[config.mk]
export PLATFORM = sky130hd
export DESIGN_NAME = ssrb_top
export DESIGN_NICKNAME = d
export VERILOG_FILES = /design/src/shared/ssrb_pkg.sv /design/src/hdl/ssrb_sync.sv /design/src/hdl/ssrb_nv_store.sv /design/src/hdl/ssrb_top.sv
export VERILOG_INCLUDE_DIRS = /design/src /design/src/shared
export SDC_FILE = /design/constraint.sdc
export NUM_CORES = 1
export LEC_CHECK = 0
export BUFFER_PORTS_ARGS = -buffer_cell sky130_fd_sc_hd__clkbuf_2
export CORE_MARGIN = 1.5
export CORE_UTILIZATION = 28
export DETAILED_ROUTE_END_ITERATION = 10
export GPL_TIMING_DRIVEN = 0
export PLACE_DENSITY_LB_ADDON = 0.25
export SYNTH_ARGS = -nofsm -noshare
export SYNTH_HDL_FRONTEND = slang
export SYNTH_SLANG_ARGS = --single-unit
export TNS_END_PERCENT = 10
[constraint.sdc]
create_clock -name clk -period 2 [get_ports clk]
set_input_delay 0.4 -clock clk [delete_from_list [all_inputs] [get_ports clk]]
set_output_delay 0.4 -clock clk [all_outputs]
set_load 0.02 [all_outputs]
[src/shared/ssrb_params.svh]
`ifndef SSRB_PARAMS_SVH
`define SSRB_PARAMS_SVH

// Register byte offsets on the bus
`define SSRB_ADR_VOL        4'h0
`define SSRB_ADR_NV         4'h4
`define SSRB_ADR_CTRL       4'h8
`define SSRB_ADR_STAT       4'hc

// Status field positions
`define SSRB_BIT_RSVD       7
`define SSRB_BIT_PROGRAM_ERROR_FLAG     6
`define SSRB_BIT_ERASE_ERROR_FLAG     5
`define SSRB_CTRL_SWRST     0

// Reset values
`define SSRB_NV_DEFAULT     8'h00
`define SSRB_RSVD_DEFAULT   1'b0
`define SSRB_FLAG_DEFAULT   1'b0

// Access class per bit, two bits each, bit 7 first: ro, na, na, rw, rw, rw, na, na
`define SSRB_NV_CLASS       16'h42a0
// Volatile bits that software may write directly
`define SSRB_VOL_WR_MASK    8'h1c

// Serial clear-failure-flags opcode and its length in link clock edges
`define SSRB_CLR_OPCODE     8'h82
`define SSRB_OPCODE_BITS    4'h8

// Synchroniser idle levels: hw reset high, si low, chip select high, sck low
`define SSRB_PIN_IDLE       4'ha

`endif

[src/shared/ssrb_pkg.sv]
`default_nettype none

package ssrb_pkg;

  // Bit access classes
  typedef enum logic [1:0] {
    SSRB_ACC_NA  = 2'h0,
    SSRB_ACC_RO  = 2'h1,
    SSRB_ACC_RW  = 2'h2,
    SSRB_ACC_OTP = 2'h3
  } ssrb_acc_t;

  // Reset sequencer, one-hot
  typedef enum logic [2:0] {
    SSRB_ST_RUN  = 3'b001,
    SSRB_ST_HOLD = 3'b010,
    SSRB_ST_LOAD = 3'b100
  } ssrb_rst_state_t;

endpackage

`default_nettype wire

[src/hdl/ssrb_sync.sv]
`timescale 1ns/1ps
`default_nettype none

module ssrb_sync #(
  parameter int         WIDTH     = 4,
  parameter logic [3:0] IDLE_VAL  = 4'h0
) (
  input  wire logic             clk,
  input  wire logic             srst,
  input  wire logic [WIDTH-1:0] async_in,
  output logic      [WIDTH-1:0] sync_out
);

  logic [WIDTH-1:0] meta_r;

  // Two flops per pin; the first stage feeds only the second
  for (genvar b = 0; b < WIDTH; b++) begin : g_bit
    always_ff @(posedge clk) begin
      if (srst) begin
        meta_r[b]   <= IDLE_VAL[b];
        sync_out[b] <= IDLE_VAL[b];
      end else begin
        meta_r[b]   <= async_in[b];
        sync_out[b] <= meta_r[b];
      end
    end
  end

endmodule

`default_nettype wire

[src/hdl/ssrb_nv_store.sv]
`timescale 1ns/1ps
`include "ssrb_params.svh"
`default_nettype none

module ssrb_nv_store (
  input  wire logic       clk,
  input  wire logic       srst,
  input  wire logic       wr_en,
  input  wire logic [7:0] wr_data,
  output logic      [7:0] rd_data,
  output logic      [7:0] accept
);

  localparam logic [15:0] CLASSES = `SSRB_NV_CLASS;
  localparam logic [7:0]  NV_DEF  = `SSRB_NV_DEFAULT;

  // Stand-in for the flash cells; srst models first power-on only
  logic nv_cell_r  [0:7];
  logic otp_used_r [0:7];

  for (genvar b = 0; b < 8; b++) begin : g_bit
    localparam ssrb_pkg::ssrb_acc_t CLS = ssrb_pkg::ssrb_acc_t'(CLASSES[2*b +: 2]);

    // Only rw bits, and otp bits not yet used, take a write
    assign accept[b] = wr_en && ((CLS == ssrb_pkg::SSRB_ACC_RW) ||
                                 ((CLS == ssrb_pkg::SSRB_ACC_OTP) && !otp_used_r[b]));
    assign rd_data[b] = nv_cell_r[b];

    // One-time bits lock after their first write
    always_ff @(posedge clk) begin
      if (srst) begin
        nv_cell_r[b]  <= NV_DEF[b];
        otp_used_r[b] <= 1'b0;
      end else if (accept[b]) begin
        nv_cell_r[b] <= wr_data[b];
        if (CLS == ssrb_pkg::SSRB_ACC_OTP) begin
          otp_used_r[b] <= 1'b1;
        end
      end
    end
  end
endmodule

`default_nettype wire

[src/hdl/ssrb_top.sv]
// Summary of operation
// - Power-up, hardware or software reset copies stored bits into working bits.
// - Writing a stored bit also loads the same value into its working bit.
// - Writing a working bit leaves the stored bit unchanged.
// - Bit seven is reserved, read-only, always reads and is written as zero.
// - Bit six flags a failed last program operation; set means failure.
// - Program aimed at a protected region also sets the program error flag.
// - Bit five flags a failed last erase operation; set means failure.
// - Erase aimed at a protected sector also sets the erase error flag.
// - Error flags clear only by clear-fail command or hardware/software reset.
// - No standby while either error flag is set; standby drops one cycle after a flag sets.
// - Each bit has an access class; one-time bits program only once.
//
// Our own choices: the Wishbone register port and the register addresses.
`timescale 1ns/1ps
`include "ssrb_params.svh"
`default_nettype none

module ssrb_top (
  input  wire logic        clk,
  input  wire logic        srst,
  // Classic Wishbone slave
  input  wire logic        wb_cyc_i,
  input  wire logic        wb_stb_i,
  input  wire logic        wb_we_i,
  input  wire logic [3:0]  wb_adr_i,
  input  wire logic [3:0]  wb_sel_i,
  input  wire logic [31:0] wb_dat_i,
  output logic      [31:0] wb_dat_o,
  output logic             wb_ack_o,
  // Serial link pins
  input  wire logic        sck_pin,
  input  wire logic        cs_n_pin,
  input  wire logic        si_pin,
  input  wire logic        hw_rst_n_pin,
  // Embedded operation results from the array engine
  input  wire logic        op_busy,
  input  wire logic        prog_done,
  input  wire logic        prog_fail,
  input  wire logic        prog_protected,
  input  wire logic        erase_done,
  input  wire logic        erase_fail,
  input  wire logic        erase_protected,
  // Status towards the rest of the device
  output logic             program_error_flag,
  output logic             erase_error_flag,
  output logic             standby,
  output logic             status_valid
);

  localparam logic [7:0] VOL_WR_MASK = `SSRB_VOL_WR_MASK;
  localparam logic [7:0] NV_DEF      = `SSRB_NV_DEFAULT;

  logic [3:0]                     pin_s;
  logic                           sck_s;
  logic                           cs_n_s;
  logic                           si_s;
  logic                           hw_rst_n_s;
  logic                           sck_prev_r;
  logic                           cs_n_prev_r;
  logic                           sck_rise;
  logic                           cs_rise;
  logic [7:0]                     shift_r;
  logic [3:0]                     bit_cnt_r;
  logic                           clr_cmd_r;
  ssrb_pkg::ssrb_rst_state_t      state_r;
  logic [4:2]                     vol_r;
  logic                           prog_err_r;
  logic                           erase_err_r;
  logic                           standby_r;
  logic                           valid_r;
  logic                           ack_r;
  logic [31:0]                    dat_r;
  logic                           req;
  logic                           wr_req;
  logic                           run;
  logic                           nv_wr_en;
  logic                           vol_wr_en;
  logic                           sw_rst_req;
  logic [7:0]                     nv_rd;
  logic [7:0]                     nv_accept;
  logic                           prog_set;
  logic                           erase_set;
  logic [7:0]                     vol_view;
  logic [31:0]                    rd_nxt;

  // Pins come from the host's domain
  ssrb_sync #(
    .WIDTH    (4),
    .IDLE_VAL (`SSRB_PIN_IDLE)
  ) u_sync (
    .clk      (clk),
    .srst     (srst),
    .async_in ({hw_rst_n_pin, si_pin, cs_n_pin, sck_pin}),
    .sync_out (pin_s)
  );

  assign sck_s      = pin_s[0];
  assign cs_n_s     = pin_s[1];
  assign si_s       = pin_s[2];
  assign hw_rst_n_s = pin_s[3];

  // Edge finders on the synchronised link clock and select
  always_ff @(posedge clk) begin
    if (srst) begin
      sck_prev_r  <= 1'b0;
      cs_n_prev_r <= 1'b1;
    end else begin
      sck_prev_r  <= sck_s;
      cs_n_prev_r <= cs_n_s;
    end
  end

  assign sck_rise = sck_s && !sck_prev_r;
  assign cs_rise  = cs_n_s && !cs_n_prev_r;

  // Opcode shifter; count saturates so long frames never alias to eight bits
  always_ff @(posedge clk) begin
    if (srst) begin
      shift_r   <= 8'h00;
      bit_cnt_r <= 4'h0;
    end else if (cs_n_s) begin
      bit_cnt_r <= 4'h0;
    end else if (sck_rise) begin
      shift_r   <= {shift_r[6:0], si_s};
      bit_cnt_r <= (bit_cnt_r == 4'hf) ? 4'hf : bit_cnt_r + 4'h1;
    end
  end

  // Command acts only when select rises after exactly eight bits
  always_ff @(posedge clk) begin
    if (srst) begin
      clr_cmd_r <= 1'b0;
    end else begin
      clr_cmd_r <= cs_rise && (bit_cnt_r == `SSRB_OPCODE_BITS) && (shift_r == `SSRB_CLR_OPCODE);
    end
  end

  // Bus request decode; one request per ack
  assign req        = wb_cyc_i && wb_stb_i && !ack_r;
  assign wr_req     = req && wb_we_i && wb_sel_i[0];
  assign run        = (state_r == ssrb_pkg::SSRB_ST_RUN);
  assign nv_wr_en   = wr_req && run && (wb_adr_i == `SSRB_ADR_NV);
  assign vol_wr_en  = wr_req && run && (wb_adr_i == `SSRB_ADR_VOL);
  assign sw_rst_req = wr_req && (wb_adr_i == `SSRB_ADR_CTRL) && wb_dat_i[`SSRB_CTRL_SWRST];

  ssrb_nv_store u_nv (
    .clk     (clk),
    .srst    (srst),
    .wr_en   (nv_wr_en),
    .wr_data (wb_dat_i[7:0]),
    .rd_data (nv_rd),
    .accept  (nv_accept)
  );

  // Reset sequencer: hold while the pin is low, then one reload cycle
  always_ff @(posedge clk) begin
    if (srst) begin
      state_r <= ssrb_pkg::SSRB_ST_LOAD;
    end else begin
      unique case (state_r)
        ssrb_pkg::SSRB_ST_RUN: begin
          if (!hw_rst_n_s) begin
            state_r <= ssrb_pkg::SSRB_ST_HOLD;
          end else if (sw_rst_req) begin
            state_r <= ssrb_pkg::SSRB_ST_LOAD;
          end
        end
        ssrb_pkg::SSRB_ST_HOLD: begin
          if (hw_rst_n_s) begin
            state_r <= ssrb_pkg::SSRB_ST_LOAD;
          end
        end
        ssrb_pkg::SSRB_ST_LOAD: begin
          state_r <= hw_rst_n_s ? ssrb_pkg::SSRB_ST_RUN : ssrb_pkg::SSRB_ST_HOLD;
        end
        default: begin
          state_r <= ssrb_pkg::SSRB_ST_LOAD;
        end
      endcase
    end
  end

  // Working copy of the stored field bits
  always_ff @(posedge clk) begin
    if (srst) begin
      vol_r <= NV_DEF[4:2];
    end else if (state_r == ssrb_pkg::SSRB_ST_LOAD) begin
      vol_r <= nv_rd[4:2];
    end else if (nv_wr_en) begin
      vol_r <= (vol_r & ~nv_accept[4:2]) | (wb_dat_i[4:2] & nv_accept[4:2]);
    end else if (vol_wr_en) begin
      vol_r <= (vol_r & ~VOL_WR_MASK[4:2]) | (wb_dat_i[4:2] & VOL_WR_MASK[4:2]);
    end
  end

  // Failure causes; a protected target counts as failure
  assign prog_set  = (prog_done && prog_fail) || prog_protected;
  assign erase_set = (erase_done && erase_fail) || erase_protected;

  // Sticky flags: reset clears, a new failure beats the clear command
  always_ff @(posedge clk) begin
    if (srst || !run) begin
      prog_err_r  <= `SSRB_FLAG_DEFAULT;
      erase_err_r <= `SSRB_FLAG_DEFAULT;
    end else begin
      if (prog_set) begin
        prog_err_r <= 1'b1;
      end else if (clr_cmd_r) begin
        prog_err_r <= 1'b0;
      end
      if (erase_set) begin
        erase_err_r <= 1'b1;
      end else if (clr_cmd_r) begin
        erase_err_r <= 1'b0;
      end
    end
  end

  // Standby needs a deselected, idle part with clean flags
  always_ff @(posedge clk) begin
    if (srst) begin
      standby_r <= 1'b0;
      valid_r   <= 1'b0;
    end else begin
      standby_r <= run && cs_n_s && !op_busy && !prog_err_r && !erase_err_r;
      valid_r   <= run && hw_rst_n_s && !sw_rst_req;
    end
  end

  // Reserved bit is forced, never stored
  assign vol_view = {`SSRB_RSVD_DEFAULT, prog_err_r, erase_err_r, vol_r, 2'b00};

  // Read mux; unmapped offsets read zero
  always_comb begin
    rd_nxt = 32'h0000_0000;
    unique case (wb_adr_i)
      `SSRB_ADR_VOL:  rd_nxt[7:0] = vol_view;
      `SSRB_ADR_NV:   rd_nxt[7:0] = {`SSRB_RSVD_DEFAULT, nv_rd[6:0]};
      `SSRB_ADR_STAT: rd_nxt[2:0] = {standby_r, valid_r, op_busy};
      default:        rd_nxt      = 32'h0000_0000;
    endcase
  end

  // Ack one cycle after the request; every access is answered
  always_ff @(posedge clk) begin
    if (srst) begin
      ack_r <= 1'b0;
      dat_r <= 32'h0000_0000;
    end else begin
      ack_r <= req;
      if (req && !wb_we_i) begin
        dat_r <= rd_nxt;
      end
    end
  end

  assign wb_ack_o           = ack_r;
  assign wb_dat_o           = dat_r;
  assign program_error_flag = prog_err_r;
  assign erase_error_flag   = erase_err_r;
  assign standby            = standby_r;
  assign status_valid       = valid_r;
endmodule

`default_nettype wire

## Word-level counts from Yosys, hierarchy flattened

Memory sizes are Yosys's and may differ from the RTL's.
Cells that the tools add are included.

- Add/subtract/negate cells: 1
- Eq/ne operators: 11
- Muxes and demuxes: 22
- Bitwise logic cells: 8
- Reduce and logical (&&, ||, !) cells: 41

Operators by type and width:

| cell | number |
|---|---|
| 1-bit logical AND | 22 |
| 3-bit 2-to-1 mux | 6 |
| 3-bit case mux with 3 select lines | 2 |
| 4-bit equality test (second input constant) | 4 |
| 1-bit 2-to-1 mux | 11 |
| 1-bit logical NOT | 9 |
| 8-bit equality test (second input constant) | 1 |
| 4-bit case mux with 2 select lines | 1 |
| 3-bit AND | 2 |
| 4-bit by 1-bit adder with 4-bit output (second input constant) | 1 |
| 4-bit by 3-bit equality test with 1-bit output (second input constant) | 1 |
| 4-bit logical NOT | 1 |
| 4-bit 2-to-1 mux | 1 |
| 2-bit AND reduction | 2 |
| 2-bit nonzero test | 2 |
| 3-bit by 1-bit equality test with 1-bit output (second input constant) | 1 |
| 3-bit by 2-bit equality test with 1-bit output (second input constant) | 1 |
| 3-bit equality test (second input constant) | 1 |
| 1-bit logical OR | 3 |
| 3-bit != test (second input constant) | 1 |
| 3-bit inverter | 1 |
| 1-bit OR | 3 |
| 3-bit OR | 1 |
| 3-bit nonzero test | 1 |
| other kinds (4) | 4 |

- Register bits after elaboration: 42
- Memory bits (writable): 8
- Word-level logic and storage cells: 105
- Memories kept: 1

Memory list:

| memory | words | bits a word | rd ports | clocked after memory_dff | write ports | RTL line | source |
|---|---|---|---|---|---|---|---|
| u_nv.nv_cell_r | 8 | 1 | 7 | 0 | 8 | ssrb_nv_store.sv:18 | `logic nv_cell_r [0:7];` |

## Logic depth before layout (Yosys ltp)

- Depth in word-level cells: 11
- Depth in mapped cells: 5

## Modules after synthesis

From an unflattened synthesis, not the netlist that was laid out.

- Cells, all modules: 228
- Area total of the unflattened synthesis: 2,145.8 um^2

Modules (own cells, without submodules):

| module | instances | cells each | area each (um^2) | sequential area each (um^2) |
|---|---|---|---|---|
| ssrb_top | 1 | 191 | 1,711.6 | 660.6 |
| ssrb_nv_store | 1 | 21 | 224.0 | 90.1 |
| ssrb_sync | 1 | 16 | 210.2 | 160.2 |

## Worst setup path before layout

No wires, ideal clock.

- Path type: input to register
- Start point: input port wb_adr_i[1]
- End point: memory u_nv.nv_cell_r[2][0], in the netlist u_nv.nv_cell_r[1][0] (enable)
- Library setup time: 326 ps
- Data arrival time: 1,552 ps
- Path slack: 122 ps
- Stages: 4
- Buffers on the path: 1
- Path through: or3_1 -> buf_2 -> or4_4 -> o21bai_1

RTL lines:

| element | RTL line | source |
|---|---|---|
| start, declared | ssrb_top.sv:26 | `input wire logic [3:0] wb_adr_i,` |
| end, declared | ssrb_nv_store.sv:18 |  |

==> run metrics <==
outcome=finished clean; Comb power frac=15.1%; Mean Syn Cell Area=9.627 um^2; final number of max-transition violations=0; Yosys cell types=41; DR iter-0 viols=65; Clock power frac=31.8%; via count=1479; Yosys top cell area share=42.00%; die width=86.55 um; P per Cell Area=734.7 nW/um^2; GR Util All Layers=10.70%; Hold Fails Final Rpt=0; WL/cell=10.86 um; full die area=7490 um^2; Sw Share=25.23%; die height=86.55 um; fin crit share=94.42%; top achievable clock speed=0.5296 GHz; RSZ-0062 raised after global routing=no; Syn Inst Count=203; Ys Warns=0; hold crit path type=primary input to flip-flop; post-CTS setup repair buffer count=0; Clock Root Buffer=clkbuf_8; metal3 WL=262 um; Port Buf Inserts=34; initial antenna violation count=0; power share of the sequential group=53.2%; commonest non-fill, non-tap cell in the layout=dfxtp_1; met1 wire length=1.867 mm; Max transition margin=64.70%; clk slew on worst S/H paths=0.08 ns; post-CTS sizing=0; Num CTS Buffers=5; global route overflow=0; Final ANT Viol Nets=0; most frequent cells in the layout=41 x dfxtp_1, 34 x clkbuf_2, 27 x nor2_1; Max Cap Violations=0; Worst Hold Slack=0.2868 ns; CP Data Required Time=1.98 ns; aggregate routed wire length=3.789 mm; area leader, netlist=dfxtp_1; area of the mapped netlist=1954 um^2; first-pass GRT wire length=6.182 mm; worst slew pin tran=0.5289 ns; Seq/Total Area, Yosys=46.61%; core footprint=6756 um^2; H-tree level count=2; residual DRC count=0; Peak supply drop=226.5 uV; buffers and inverters on the worst path=0; Starting Density=28.93%; flops & latches, synth=44; Power Internal=1.321 mW; n_diodes=0; met2 wire length=1.603 mm; total chip power=1.767 mW; Vias per Instance=4.238; class of the most critical setup path=flip-flop to flip-flop; share of cells above drive strength 1=30.86%; worst stage delay on the critical path=0.51 ns; largest net degree at the start of global routing=13; TritonCTS clock tree=yes; Setup-failing EPs final=0; Worst Setup Start Kind=flip-flop; drt first pass iters=4; ranking of synthesized cells by area=dfxtp_1 42%, buf_4 9.6%, mux2i_1 7.2%; IO Count=93; GP Congestion=0.7568; Net Switching=0.4457 mW; CP Data Arrival Time=1.86 ns; endpoint class of the critical path=flip-flop; Post-Route Skew=0.005168 ns; vias in the first global route=1304; Highest Signal Layer=met4; Sinks on Clock Net=44; leakage power=1.055 nW; worst path cell trace=or3b_4 -> or4_4 -> o21bai_1; hpwl dp=2.964 mm; cell at the slowest stage of the critical path=or4_4; NumNets Final=326; fin crit period=1.888 ns; hold buffers post-CTS=0; CP max FO=4; CTS Buffer Depth=2; Syn-to-layout area delta=23.05%; Top Family by Delay on Critical Path=simple AND/OR/NAND/NOR gates; num rows=30; Worst-Skew Late Latency=0.29 ns
-- stage by stage --
| step | TNS, ns | util [%] | cells | instance area (um^2) | worst slack [ns] |
|---|---|---|---|---|---|
| after CTS | 0 | 35.59 | 349 | 2405 | 0.09730 |
| after detailed placement | -0.2577 | 34.26 | 341 | 2315 | -0.08592 |
| after floorplan | 0 | - | 227 | 2044 | 0.1216 |
| after global placement | -0.2060 | 34.26 | 341 | 2315 | -0.06869 |
| final | 0 | 35.59 | 349 | 2405 | 0.1117 |
| after global routing | 0 | 35.59 | 349 | 2405 | 0.03512 |
-- final timing paths --
check                           slack (ns)             start              endpoint  cells after the start
worst max register to register        0.11        state_r[0]  u_nv.nv_cell_r[1][1]                      3
worst min-delay path                  0.29      hw_rst_n_pin      u_sync.meta_r[3]                      2
worst min register to register        0.41  u_sync.meta_r[3]    u_sync.sync_out[3]                      1
worst max-delay path                  0.11        state_r[0]  u_nv.nv_cell_r[1][1]                      3
-- area by class of cell --
cell class                 count  area, um^2
buffer                        34       224.0
clock buffer                   8       90.09
fill                         709        4352
inverter                       8       30.03
multi-input combinational    141       879.6
sequential                    44       910.9
tap                           80       100.1
timing repair buffer          34       170.2
-- sequential cells by signal (all words and copies together) (netlist names) --
signal,count
u_sync.sync_out,4
standby,1
cs_n_prev_r,1
u_nv.nv_cell_r,3
shift_r,8
erase_error_flag,1
wb_ack_o,1
vol_r,3
wb_dat_o,7
program_error_flag,1
status_valid,1
sck_prev_r,1
clr_cmd_r,1
u_sync.meta_r,4
bit_cnt_r,4
state_r,3
-- logic make-up (layout without fill, tap and decap cells) --
kind of cell | count (synthesis) | in the layout | synth area share (%)
flops | 44 | 44 | 46.61
xor+xnor | 1 | 1 | 0.4482
other cells | 1 | 25 | 0.1919
simple gates | 75 | 75 | 21.13
fa+ha+maj | 2 | 2 | 1.280
mux | 14 | 14 | 7.170
buf+inv | 42 | 84 | 13.00
compound gates | 24 | 24 | 10.18
-- synthesized netlist by cell type --
master,instances
dfxtp_1,41
nor2_1,27
buf_4,25
mux2i_1,14
a211oi_1,8
inv_1,8
or2_2,8
nor3_1,7
nor2b_1,6
clkbuf_1,5
a21oi_1,4
a22oi_1,4
and2_1,3
edfxtp_1,3
nand2_1,3
nand2b_1,3
nand3_1,3
nor4_1,3
a221oi_1,2
buf_1,2
buf_2,2
ha_1,2
or3b_2,2
a21o_1,1
conb_1,1
nand3b_1,1
nand4_1,1
nand4bb_1,1
nor2_2,1
nor3_2,1
nor4b_1,1
nor4bb_1,1
o21a_1,1
o21ai_0,1
o21bai_1,1
o41ai_2,1
o41ai_4,1
or3_1,1
or3b_4,1
or4_4,1
xor2_1,1
-- per-layer routing --
| layer | global-route usage, % | up-vias |
|---|---|---|
| met3 | 3.429 | 4 |
| met5 | 0 | - |
| met1 | 13.97 | 653 |
| li1 | - | 771 |
| met4 | 3.959 | 0 |
| met2 | 16.55 | 51 |
-- power by group through the flow --
stage | combinational, mW | sequential, mW | clock, mW
after CTS | 0.267 | 0.939 | 0.586
after global routing | 0.295 | 0.943 | 0.624
final | 0.266 | 0.939 | 0.562
after detailed placement | 0.267 | 0.960 | 0
after global placement | 0.262 | 0.959 | 0
after floorplan | 0.206 | 0.959 | 0
No activity file was read; power rests on OpenSTA's default activity.
